<file path="src/verilog/wcap_defs.svh">
// constants for the write port capture block
`ifndef WCAP_DEFS_SVH
`define WCAP_DEFS_SVH

// ************************************************************
// reset values and sizes
// ************************************************************
`define WCAP_DATA_W 40
`define WCAP_MODE_RST 1'b0
`define WCAP_CLK_RST 1'b0
`define WCAP_EN_N_RST 1'b1
`define WCAP_MRST_N_RST 1'b0

`endif

</file>
<file path="src/verilog/wcap_pkg.sv">
// types for the write port capture block
package wcap_pkg;

  // ************************************************************
  // write port rate
  // ************************************************************
  typedef enum logic {
    RATE_SINGLE = 1'b0,
    RATE_DOUBLE = 1'b1
  } rate_t;

endpackage : wcap_pkg
</file>
<file path="src/verilog/pin_edge_if.sv">
// synchronised write pins and detected write clock edges
`timescale 1ns/1ns
`include "wcap_defs.svh"
interface pin_edge_if #(
  parameter int DATA_W = `WCAP_DATA_W
);
  logic rise;
  logic fall;
  logic enable_n;
  logic chip_select_n;
  logic double_rate_select;
  logic master_reset_n;
  logic [DATA_W-1:0] data;

  modport src (
    output rise, fall, enable_n, chip_select_n, double_rate_select, master_reset_n, data
  );
  modport snk (
    input rise, fall, enable_n, chip_select_n, double_rate_select, master_reset_n, data
  );
endinterface : pin_edge_if

</file>
<file path="src/verilog/pin_sync.sv">
// two-flop synchroniser for the write pins and write clock edge detector
`timescale 1ns/1ns
`include "wcap_defs.svh"
module pin_sync
  import wcap_pkg::*;
#(
  parameter int DATA_W = `WCAP_DATA_W
) (
  input wire logic sys_clk,
  input wire logic srst,
  input wire logic write_clk,
  input wire logic write_enable_n,
  input wire logic write_chip_select_n,
  input wire logic write_double_rate_select,
  input wire logic master_reset_n,
  input wire logic [DATA_W-1:0] write_data,
  pin_edge_if.src pe
);
  localparam int VW = DATA_W + 5;
  localparam logic [VW-1:0] RST_V = {`WCAP_CLK_RST, `WCAP_EN_N_RST, `WCAP_EN_N_RST,
    `WCAP_MODE_RST, `WCAP_MRST_N_RST, {DATA_W{1'b0}}};

  // ************************************************************
  // three stages: two to synchronise, one to find edges
  // ************************************************************
  logic [VW-1:0] s1_q, s1_d, s2_q, s2_d, s3_q, s3_d;

  always_comb begin
    s1_d = {write_clk, write_enable_n, write_chip_select_n, write_double_rate_select,
      master_reset_n, write_data};
    s2_d = s1_q;
    s3_d = s2_q;
  end

  always_ff @(posedge sys_clk) begin
    if (srst) begin
      s1_q <= RST_V;
      s2_q <= RST_V;
      s3_q <= RST_V;
    end else begin
      s1_q <= s1_d;
      s2_q <= s2_d;
      s3_q <= s3_d;
    end
  end

  // levels are taken from the stage just before the edge
  assign pe.rise = s2_q[VW-1] & ~s3_q[VW-1];
  assign pe.fall = ~s2_q[VW-1] & s3_q[VW-1];
  assign pe.enable_n = s3_q[VW-2];
  assign pe.chip_select_n = s3_q[VW-3];
  assign pe.double_rate_select = s3_q[VW-4];
  assign pe.master_reset_n = s3_q[VW-5];
  assign pe.data = s3_q[DATA_W-1:0];

endmodule : pin_sync

</file>
<file path="src/verilog/queue_write_port_capture.sv">
// write port capture: single or double rate word capture on the write clock
// Operation
// [RULE1] write activity follows write clock edges: rising only, or both in double rate
// [RULE2] rate select is taken during master reset and held until the next one
// [RULE3] rate 1 takes a word per rising and falling edge; rate 0 rising only
// [RULE4] a write needs enable and chip select both low at the rising edge
// [RULE5] upstream holds the rate select steady while the port operates
// [RULE6] levels seen at a rising edge also qualify the next falling edge word
`timescale 1ns/1ns
`include "wcap_defs.svh"
module queue_write_port_capture
  import wcap_pkg::*;
#(
  parameter int DATA_W = `WCAP_DATA_W
) (
  input wire logic sys_clk,
  input wire logic srst,
  input wire logic write_clk,
  input wire logic write_enable_n,
  input wire logic write_chip_select_n,
  input wire logic write_double_rate_select,
  input wire logic master_reset_n,
  input wire logic [DATA_W-1:0] write_data,
  output logic word_valid,
  output logic [DATA_W-1:0] word_data,
  output logic word_on_fall,
  output logic double_rate_mode,
  output logic in_master_reset
);

  if (DATA_W < 1) begin : g_width_check
    $error("DATA_W must be at least 1");
  end

  pin_edge_if #(.DATA_W(DATA_W)) pe ();

  pin_sync #(.DATA_W(DATA_W)) u_sync (
    .sys_clk(sys_clk),
    .srst(srst),
    .write_clk(write_clk),
    .write_enable_n(write_enable_n),
    .write_chip_select_n(write_chip_select_n),
    .write_double_rate_select(write_double_rate_select),
    .master_reset_n(master_reset_n),
    .write_data(write_data),
    .pe(pe.src)
  );

  // ************************************************************
  // rate latch and word capture
  // ************************************************************
  rate_t mode_q, mode_d;
  logic qual_q, qual_d;
  logic valid_q, valid_d;
  logic fall_q, fall_d;
  logic mrst_q, mrst_d;
  logic [DATA_W-1:0] data_q, data_d;

  always_comb begin
    mode_d = mode_q;
    qual_d = qual_q;
    valid_d = 1'b0;
    fall_d = fall_q;
    data_d = data_q;
    mrst_d = ~pe.master_reset_n;
    if (!pe.master_reset_n) begin
      mode_d = rate_t'(pe.double_rate_select); // RULE2
      qual_d = 1'b0;
    end else if (pe.rise) begin
      qual_d = ~pe.enable_n & ~pe.chip_select_n; // RULE4
      if (qual_d) begin
        valid_d = 1'b1; // RULE1
        fall_d = 1'b0;
        data_d = pe.data;
      end
    end else if (pe.fall && mode_q == RATE_DOUBLE && qual_q) begin
      valid_d = 1'b1; // RULE3 RULE6
      fall_d = 1'b1;
      data_d = pe.data;
    end
  end

  always_ff @(posedge sys_clk) begin
    if (srst) begin
      mode_q <= rate_t'(`WCAP_MODE_RST);
      qual_q <= 1'b0;
      valid_q <= 1'b0;
      fall_q <= 1'b0;
      mrst_q <= 1'b1;
      data_q <= '0;
    end else begin
      mode_q <= mode_d;
      qual_q <= qual_d;
      valid_q <= valid_d;
      fall_q <= fall_d;
      mrst_q <= mrst_d;
      data_q <= data_d;
    end
  end

  assign word_valid = valid_q;
  assign word_data = data_q;
  assign word_on_fall = fall_q;
  assign double_rate_mode = (mode_q == RATE_DOUBLE);
  assign in_master_reset = mrst_q;
endmodule : queue_write_port_capture

</file>
<file path="config.mk">
export PLATFORM = sky130hd
export DESIGN_NAME = queue_write_port_capture
export DESIGN_NICKNAME = d
export VERILOG_FILES = /design/src/verilog/wcap_pkg.sv /design/src/verilog/pin_edge_if.sv /design/src/verilog/pin_sync.sv /design/src/verilog/queue_write_port_capture.sv
export VERILOG_INCLUDE_DIRS = /design/src /design/src/verilog
export SDC_FILE = /design/constraint.sdc
export NUM_CORES = 1
export LEC_CHECK = 0
export BUFFER_PORTS_ARGS = -buffer_cell sky130_fd_sc_hd__buf_2
export CAP_MARGIN = 25
export CORE_MARGIN = 8
export CORE_UTILIZATION = 55
export DETAILED_ROUTE_END_ITERATION = 7
export GPL_TIMING_DRIVEN = 0
export PLACE_DENSITY = 0.77
export SKIP_CTS_REPAIR_TIMING = 1
export SLEW_MARGIN = 20
export SYNTH_ARGS = -nofsm -noshare
export SYNTH_HDL_FRONTEND = slang
export SYNTH_HIERARCHICAL = 1
export SYNTH_SLANG_ARGS = --single-unit
</file>
<file path="constraint.sdc">
create_clock -name sys_clk -period 2.1 [get_ports sys_clk]
set_input_delay 0.105 -clock sys_clk [delete_from_list [all_inputs] [get_ports sys_clk]]
set_output_delay 0.105 -clock sys_clk [all_outputs]
set_load 0.01 [all_outputs]
</file>
# ---- After elaboration in Yosys (flattened, before gate mapping)
# Index checks and enable logic that the tools add are counted.
dict set report classes {
  bitwise 8
  n_eq_ne 1
  n_reduce_logical 5
  n_mux 9
}
# op n
set ops {}
lappend ops {{40-bit 2-to-1 mux} 3}
lappend ops {{1-bit 2-to-1 mux} 6}
lappend ops {{1-bit NOT} 5}
lappend ops {{1-bit bitwise AND} 3}
lappend ops {{3-bit AND reduction} 1}
lappend ops {{1-bit logical AND} 2}
lappend ops {{2-bit by 1-bit != test with 1-bit output, second input constant} 1}
lappend ops {{2-bit nonzero test} 1}
lappend ops {{2-bit OR reduction} 1}
dict set report word_totals {
  word_cells 32
  ff_bits 180
  out_inout_bits 44
}

# ---- Depth between registers and ports, before layout
# Gate-level depths: netlist of the first run.
dict set report logic_depth {
  ltp_word 6
  ltp_mapped 6
  mapped_depth_nobuf 4
}

# ---- By module
# The synthesis of the first run kept the hierarchy.
# module seq_area_each_um2 cells_per_inst instances area_each_um2
set by_module_without_submodules {}
lappend by_module_without_submodules {pin_sync 2702.6 327 1 3983.8}
lappend by_module_without_submodules {queue_write_port_capture 900.9 191 1 2015.7}

# ---- Least setup slack after synthesis of the first run
# Ideal clock, no wire load.
dict set report synth_path {
  path_kind {flip-flop to flip-flop}
  startpoint {register u_sync.s2_q[44]}
  endpoint {register fall_q, in the netlist word_on_fall}
  t_arrival_ns 1.492
  t_required_ns 1.977
  slack_ns 0.485
  stages_incl_launch_ff 6
  period_less_slack_ns 1.615
  path_buffers 1
  setup_ns 0.123
  path_cell_list {dfxtp_1 > nor2b_1 > or3b_4 > a21boi_2 > buf_6 > mux2_1}
}
# element line_no
set synth_rtl {}
lappend synth_rtl {{start, declared} pin_sync.sv:26} ;# logic [VW-1:0] s1_q, s1_d, s2_q, s2_d, s3_q, s3_d;
lappend synth_rtl {{start signal, assigned} pin_sync.sv:38} ;# s2_q <= RST_V;
lappend synth_rtl {{start signal, assigned} pin_sync.sv:42} ;# s2_q <= s2_d;
lappend synth_rtl {{1-bit bitwise AND *} pin_sync.sv:48} ;# assign pe.rise = s2_q[VW-1] & ~s3_q[VW-1];
lappend synth_rtl {{named net pe.rise} pin_edge_if.sv:7} ;# logic rise;
lappend synth_rtl {{2-bit by 1-bit != test with 1-bit output (no line) or 2-bit nonzero test (tied branches)} -}
lappend synth_rtl {{3-bit AND reduction (no line)} -}
lappend synth_rtl {{end signal, assigned} queue_write_port_capture.sv:95} ;# fall_q <= fall_d;
lappend synth_rtl {{end, declared} queue_write_port_capture.sv:55} ;# logic fall_q, fall_d;
# The timed path passes the listed nets; every way through them passes the cells marked *.
# A chain may end at the register's enable or synchronous reset.

# ---- Worst setup path in the final report of the first run
dict set report layout_path {
  startpoint {register u_sync.s2_q[44]}
  endpoint {register data_q[14], in the netlist word_data[14]}
}
# element line_no
set layout_rtl {}
lappend layout_rtl {{1-bit bitwise AND *} pin_sync.sv:48}
lappend layout_rtl {{named net pe.rise} pin_edge_if.sv:7}
lappend layout_rtl {{2-bit by 1-bit != test with 1-bit output (no line) or 2-bit nonzero test (tied branches)} -}
lappend layout_rtl {{3-bit AND reduction (no line)} -}
lappend layout_rtl {{end signal, assigned} queue_write_port_capture.sv:97} ;# data_q <= data_d;
lappend layout_rtl {{end, declared} queue_write_port_capture.sv:57} ;# logic [DATA_W-1:0] data_q, data_d;
# Marks and branches as above.

==> impl_summary.txt, run 1 <==
----------------------------------------------------
[STA]
  # setup viols final ... 0
  Max Freq ... about 550 MHz
  Crit share post-route ... 86.9%
  Max-slew headroom at the worst pin ... about 70%
  Actual slew at the worst max-slew pin ... 0.452 ns
  Total negative setup slack ... 0 ns
  Shortest period the worst path allows ... 1.82 ns
  RSZ-0062 raised after global routing ... no
  Hold Vio Cnt, Final ... 0
  Final-report max-slew violation count ... 0
  Largest clock skew in the final design ... 0.00528 ns
  Min setup slack post-route ... 0.275 ns

[Run]
  Max_cap viols ... 0

[Drt]
  First-pass DRT Iterations ... 4
  Iteration-0 DRC count of the detailed router ... 100
  Vias per inst ... 4.39
  Total routed wirelength ... 10500 µm
  Count of unresolved DRC violations after routing ... 0
  Wire length per cell ... 12.8 µm
  Via count ... 3628
  Number of routed nets with antenna violations ... 0

[Setup path]
  Path depth of the worst reg2reg path ... 6
  Kind of start point of the critical path ... flop
  Critical Path RT ... between 2 and 3 ns
  CP Data Arrival Time ... roughly 2.3 ns
  Worst setup path class ... reg -> reg
  Reg2reg end ... word_data[14]$_SDFFE_PP0P_
  R2R setup slack ... 0.28 ns
  Worst-path fanout max ... 10
  Category of the worst setup path capture point ... flop
  Critical R2R Launch ... u_sync/s2_q[44]$_SDFF_PP0_

[Cells and area]
  Final core occ ... 71.5%
  Fill cells ... 773
  Fin nets ... 722
  N_diodes ... 0
  Sequential cell area ... approximately 3600 µm²
  Area delta synth->final ... 28.0%
  Area taken by multi-input logic gates ... 1890 µm²
  Design area ... ~7700 µm²
  Share of cells above drive strength 1 ... 25.2%
  Final cell count without fillers ... 826

[Clock network]
  Maximum count of clock buffers along a single path ... 2
  Clock latency on the worst-skew pair ... 0.53 ns
  Number of buffers created by CTS ... 17
  H-tree Lvls ... 4
  TritonCTS clock tree ... yes
  Root Buffer Master ... sky130_fd_sc_hd__clkbuf_8
  Clock slew at the register clock pins of the worst setup and hold paths ... 0.07 ns
  Number of clock sinks ... 180

[GRT]
  Global Route met3 Usage ... 5.41%
  Met2 track utilization from global routing ... 26.3%
  Peak-usage layer in the global routing report ... met2
  Total routing resource utilization after global routing ... 14.7%
  Global-route track usage on met1 ... approximately 15%
  Global-route wire length before repair ... 16400 µm
  Sum of overflow across all layers after global routing ... 0
  Number of global-route vias before repair ... between 3000 and 4000
  Maximum number of pins on one net before global-route repair ... 17
  Number of antenna violations at the first check in global routing ... 0

[Floorplan]
  Area of the core region ... 10700 µm²
  Area of the die ... ~15000 µm²
  Chip height ... 120 µm
  Width of the chip ... 120 µm
  Number of placement rows ... 38
  Io pins ... 91
  Initial standard-cell utilization of the core ... 55.8%

[Power]
  Leakage power ... ~3.3 nW
  Largest voltage drop on the vdd net ... 0.000476 V
  Power density over the cells ... between 800 and 900 nW/µm²

[Place]
  Number of cells in the design after placement ... 747
  Total placed instance area ... 6620 µm²
  Estimated wirelength of the detail-placed design ... 7040 µm
  Pre-CTS setup slack ... roughly 0.27 ns
  Number of buffers inserted by port buffering ... slightly below 90
  Global placer's final weighted congestion ... 0.728

[Yosys]
  Unique cell type count in the Yosys netlist ... 17
  Syn Inst Count ... between 500 and 600
  Sequential fraction of the synthesis area ... 60.1%
  Average instance area after synthesis ... 11.6 µm²
  Synth Warn # ... 6
  Number of synthesized register bits ... 180
  Area of the mapped netlist ... 6000 µm²
  Syn_nets ... approximately 570

[Worst hold path]
  Min-Delay Path Depth ... 3
  Class of the tightest hold or removal check ... in -> reg
  Origin of the worst min-delay path ... srst
  Endpoint of the worst hold-timing path ... word_data[33]$_SDFFE_PP0P_

[Run status]
  Run status ... complete, no violations

----------------------------------------------------
==> area by class of cell <==
class                      instances  share of cell area, %
sequential                       180                   46.9
clock inverter                    11                   1.68
buffer                            69                   6.63
timing repair buffer             138                   12.2
tap                              140                   2.28
multi-input combinational        269                   24.6
clock buffer                      19                   5.75
==> cell usage in the layout (no fill, tap or decap), drive strengths merged <==
cell         instances
bufinv               2
nor2                 2
or2                  6
nand4b               1
mux2i               41
and2b               32
mux2                 1
nor2b              100
clkinv               3
clkinvlp             5
clkbuf              36
a21boi               1
dlygate4sd3         49
dfxtp              180
nand2b              82
or3b                 1
inv                  1
a21oi                2
buf                141
==> where the power goes <==
| group | total (W) | switching [W] | internal, W | leakage (nW) |
|---|---|---|---|---|
| logic | 0.000330 | 0.000120 | 0.000210 | 1.55 |
| clock network | 0.00300 | 0.00126 | 0.00175 | 0.264 |
| registers | 0.00354 | 0.0000221 | 0.00352 | 1.47 |
==> synth_stat cells (all sizes together) <==
cell / number / area (µm²)
a21boi: 1 / 11.3
buf: 52 / 445
and2b: 32 / 240
mux2i: 41 / 410
a21oi: 2 / 10.0
nand4b: 1 / 8.76
dfxtp: 180 / 3600
mux2: 1 / 11.3
nor2: 2 / 7.51
or3b: 1 / 11.3
clkbuf: 17 / 63.8
nor2b: 100 / 626
nand2b: 82 / 513
or2: 6 / 37.5
==> metal layers <==
layer	part of all wire, %	vias to the layer above	wire length, µm
met1	40	1673	4250
met2	52	69	5520
li1	-	1866	-
met4	2.2	0	233
met3	5.1	20	540
met5	0	-	0
==> state kept, by name, indices dropped and copies added (netlist names) <==
register / cells
double_rate_mode: 1
in_master_reset: 1
u_sync/s1_q: 45
word_valid: 1
word_on_fall: 1
qual_q: 1
u_sync/s2_q: 45
word_data: 40
u_sync/s3_q: 45
==> per-stage QoR <==
stage               hold slack, ns  total power (W)
floorplan                    0.202          0.00379
global placement             0.309          0.00386
detailed placement           0.309          0.00388
finish                      0.0770          0.00687
CTS                         -0.259          0.00688
global route                0.0857          0.00713
==> worst max-delay path, stage by stage, from the launching register on <==
cell and delay [ns]:
sky130_fd_sc_hd__dfxtp_1 0.35, sky130_fd_sc_hd__nor2b_1 0.25, sky130_fd_sc_hd__or3b_4 0.44, sky130_fd_sc_hd__a21boi_2 0.16, sky130_fd_sc_hd__buf_6 0.17, sky130_fd_sc_hd__buf_12 0.15, sky130_fd_sc_hd__mux2i_1 0.22
==> cell families after synthesis <==
group,after synthesis,share of synthesized area (%)
AND/OR/NAND/NOR,224,24.1
flip-flops,180,60.1
buffers and inverters,69,8.49
multiplexers,42,7.03
AO/OA/AOI/OAI,3,0.355
==> how the worst max path moves through the flow <==
stage                                    start                         end  slack (ns)  depth (start not counted)
global route        u_sync/s2_q[44]$_SDFF_PP0_  word_data[14]$_SDFFE_PP0P_        0.18                          6
detailed placement  u_sync/s2_q[44]$_SDFF_PP0_  word_data[14]$_SDFFE_PP0P_        0.27                          6
floorplan           u_sync/s2_q[44]$_SDFF_PP0_   word_on_fall$_SDFFE_PP0P_        0.48                          5
finish              u_sync/s2_q[44]$_SDFF_PP0_  word_data[14]$_SDFFE_PP0P_        0.28                          6
CTS                 u_sync/s2_q[44]$_SDFF_PP0_  word_data[14]$_SDFFE_PP0P_        0.24                          6
global placement    u_sync/s2_q[44]$_SDFF_PP0_   word_on_fall$_SDFFE_PP0P_        0.38                          5
(Power assumes the default switching activity.)
==> run 2, diff against run 1 <==
--- a/config.mk
+++ b/config.mk
@@ -8,11 +8,13 @@
 export LEC_CHECK = 0
 export BUFFER_PORTS_ARGS = -buffer_cell sky130_fd_sc_hd__buf_2
 export CAP_MARGIN = 25
+export CELL_PAD_IN_SITES_DETAIL_PLACEMENT = 0
+export CELL_PAD_IN_SITES_GLOBAL_PLACEMENT = 2
 export CORE_MARGIN = 8
-export CORE_UTILIZATION = 55
+export CORE_UTILIZATION = 37
 export DETAILED_ROUTE_END_ITERATION = 7
 export GPL_TIMING_DRIVEN = 0
-export PLACE_DENSITY = 0.77
+export PLACE_DENSITY_LB_ADDON = 0.1
 export SKIP_CTS_REPAIR_TIMING = 1
 export SLEW_MARGIN = 20
 export SYNTH_ARGS = -nofsm -noshare
==> run 2 against run 1 <==
Effect of this change:
- sequential power barely moved
- sequential share of layout area is 0.66 points lower
- utilization is 22 points lower
- critical path depth decreased by 1
- critical endpoint is now word_on_fall$_SDFFE_PP0P_
- largest power group unchanged
- highest routed layer unchanged
==> impl_summary.txt, run 2 (synthesis results as in run 1) <==
----------------------------------------------------
[Setup path]
  Worst setup path startpoint ... u_sync/s2_q[44]$_SDFF_PP0_
  Worst Path Buf+Inv ... 1
  Critical path's slowest cell ... sky130_fd_sc_hd__or3b_4
  Worst setup path class ... reg -> reg
  Instance count on the critical path ... 5
  Critical path, cell by cell ... nor2b_1 > or3b_4 > a21boi_2 > buf_6 > mux2_1
  Cell type group with the largest total delay on the critical path ... simple AND/OR/NAND/NOR gates
  Path depth of the worst reg2reg path ... 5
  CP Data Arrival Time ... approximately 2.1 ns
  Maximum single-stage delay on the critical path ... 0.43 ns
  Critical Path RT ... around 2.4 ns
  Critical R2R Launch ... u_sync/s2_q[44]$_SDFF_PP0_
  Category of the worst setup path capture point ... flop
  Worst-path fanout max ... 5
  Kind of start point of the critical path ... flop

[Worst hold path]
  Origin of the worst min-delay path ... srst
  Min-Delay Path Depth ... 3
  Class of the tightest hold or removal check ... in -> reg

[Floorplan]
  Io pins ... 91
  Chip height ... 143 µm
  Width of the chip ... 143 µm
  Initial standard-cell utilization of the core ... roughly 38%
  Area of the die ... 20500 µm²
  Area of the core region ... 15900 µm²
  Number of placement rows ... 46

[STA]
  # setup viols final ... 0
  Hold Vio Cnt, Final ... 0
  Final-report max-slew violation count ... 0
  Shortest period the worst path allows ... about 1.8 ns
  Actual slew at the worst max-slew pin ... 0.526 ns
  Smallest hold slack ... 0.0781 ns
  Max Freq ... 565 MHz
  Largest clock skew in the final design ... 0.0101 ns
  Max-slew headroom at the worst pin ... 65.0%
  Crit share post-route ... 84.3%
  RSZ-0062 raised after global routing ... no
  Total negative setup slack ... 0 ns

[Drt]
  Via count ... 3454
  Iteration-0 DRC count of the detailed router ... 82
  Number of routed nets with antenna violations ... 0
  Wire length per cell ... around 12 µm
  Count of unresolved DRC violations after routing ... 0
  Vias per inst ... 3.84
  First-pass DRT Iterations ... 4
  Total routed wirelength ... approximately 11000 µm

[Place]
  Estimated wirelength of the detail-placed design ... 7320 µm
  Number of buffers inserted by port buffering ... 89
  Total placed instance area ... 6720 µm²
  Global placer's final weighted congestion ... about 0.7

[Clock network]
  Maximum count of clock buffers along a single path ... 2
  Root Buffer Master ... sky130_fd_sc_hd__clkbuf_16
  H-tree Lvls ... 4
  Number of clock sinks ... 180
  TritonCTS clock tree ... yes
  Clock latency on the worst-skew pair ... ~0.42 ns
  Number of buffers created by CTS ... 17
  Clock slew at the register clock pins of the worst setup and hold paths ... about 0.06 ns

[Cells and area]
  Most frequent standard cell in the layout excluding fill and tap cells ... sky130_fd_sc_hd__dfxtp_1
  N_diodes ... 0
  Design area ... 7790 µm²
  Highest-count cells in the layout ignoring fill and taps ... 180 x sky130_fd_sc_hd__dfxtp_1, 100 x sky130_fd_sc_hd__nor2b_1, 93 x sky130_fd_sc_hd__buf_2
  Biggest regs ... u_sync/s1_q x45, u_sync/s2_q x45, u_sync/s3_q x45
  Share of cells above drive strength 1 ... between 20% and 30%
  Final core occ ... 49.0%
  Fill cells ... about 1500
  Area delta synth->final ... 29.9%
  Fin nets ... 718

[Power]
  Relative contribution of the clock network to total power ... 46.2%
  Fraction of power spent switching nets ... around a fifth
  Leakage power ... 3.30 nW
  Pint ... roughly 0.0058 W
  Power density over the cells ... between 900 and 1000 nW/µm²
  P_sw ... 0.00142 W
  Largest voltage drop on the vdd net ... 0.000535 V
  Logic pwr share ... 4.5%
  Share of total power in sequential cells ... 49.3%

[GRT]
  Global-route wire length before repair ... 16500 µm
  Maximum number of pins on one net before global-route repair ... 17
  Number of antenna violations at the first check in global routing ... 0
  Total routing resource utilization after global routing ... 10.7%
  Number of global-route vias before repair ... approximately 3200
  Sum of overflow across all layers after global routing ... 0

[Run status]
  Run status ... complete, no violations

[Run]
  Max_cap viols ... 0

----------------------------------------------------
run 2: cell count changes in the layout (fill, tap and decap cells not counted):
| cell | before | now |
|---|---|---|
| sky130_fd_sc_hd__clkbuf_1 | 17 | 20 |
| sky130_fd_sc_hd__inv_6 | 1 | 2 |
| sky130_fd_sc_hd__dlygate4sd3_1 | 49 | 45 |
| sky130_fd_sc_hd__clkbuf_8 | 3 | 1 |
| sky130_fd_sc_hd__clkinvlp_4 | 5 | 2 |
| sky130_fd_sc_hd__clkbuf_16 | 16 | 17 |
| sky130_fd_sc_hd__bufinv_16 | 2 | 4 |
run 2: metal layers:
metal | global-route usage, % | vias up | wire length (µm)
met2 | 17.0 | 68 | 4930
met3 | 4.01 | 12 | 551
met4 | 5.15 | 0 | 169
met1 | 12.6 | 1507 | 4890
li1 | - | 1867 | -
met5 | 0 | - | 0
run 2: power by group through the flow:
stage / clock network [W] / logic [W] / registers, W
after floorplan: 0 / 0.000178 / 0.00361
after global placement: 0 / 0.000261 / 0.00361
after detailed placement: 0 / 0.000265 / 0.00361
after CTS: 0.00342 / 0.000266 / 0.00354
after global routing: 0.00357 / 0.000358 / 0.00354
final: 0.00332 / 0.000322 / 0.00354
run 2: final timing paths:
path,to,slack (ns)
setup / recovery,word_on_fall$_SDFFE_PP0P_,0.33
hold / removal,u_sync/s3_q[44]$_SDFF_PP0_,0.08
setup reg to reg,word_on_fall$_SDFFE_PP0P_,0.33
hold reg to reg,u_sync/s3_q[42]$_SDFF_PP1_,0.40
run 2: cell type report:
type / instances / area, µm² / area share [%]
flip-flops and latches: 180 / 3600 / 46.3
multi-input cells: 269 / 1890 / 24.2
repair buffers: 134 / 896 / 11.5
plain buffers: 69 / 509 / 6.54
clock buffers: 21 / 450 / 5.78
well taps: 216 / 270 / 3.47
clock inverters: 11 / 175 / 2.25
run 2: worst min-delay path, cell delays in order:
cell and delay, ns:
sky130_fd_sc_hd__buf_6 0.12, sky130_fd_sc_hd__buf_6 0.16, sky130_fd_sc_hd__nor2b_1 0.05
run 2: per-stage QoR:
step                      std cells  total power (W)  setup WS, ns
after global placement          823          0.00387         0.338
after global routing            900          0.00747         0.193
after detailed placement        823          0.00388         0.323
after CTS                       855          0.00722         0.312
final                           900          0.00717         0.330
after floorplan                 518          0.00379         0.485
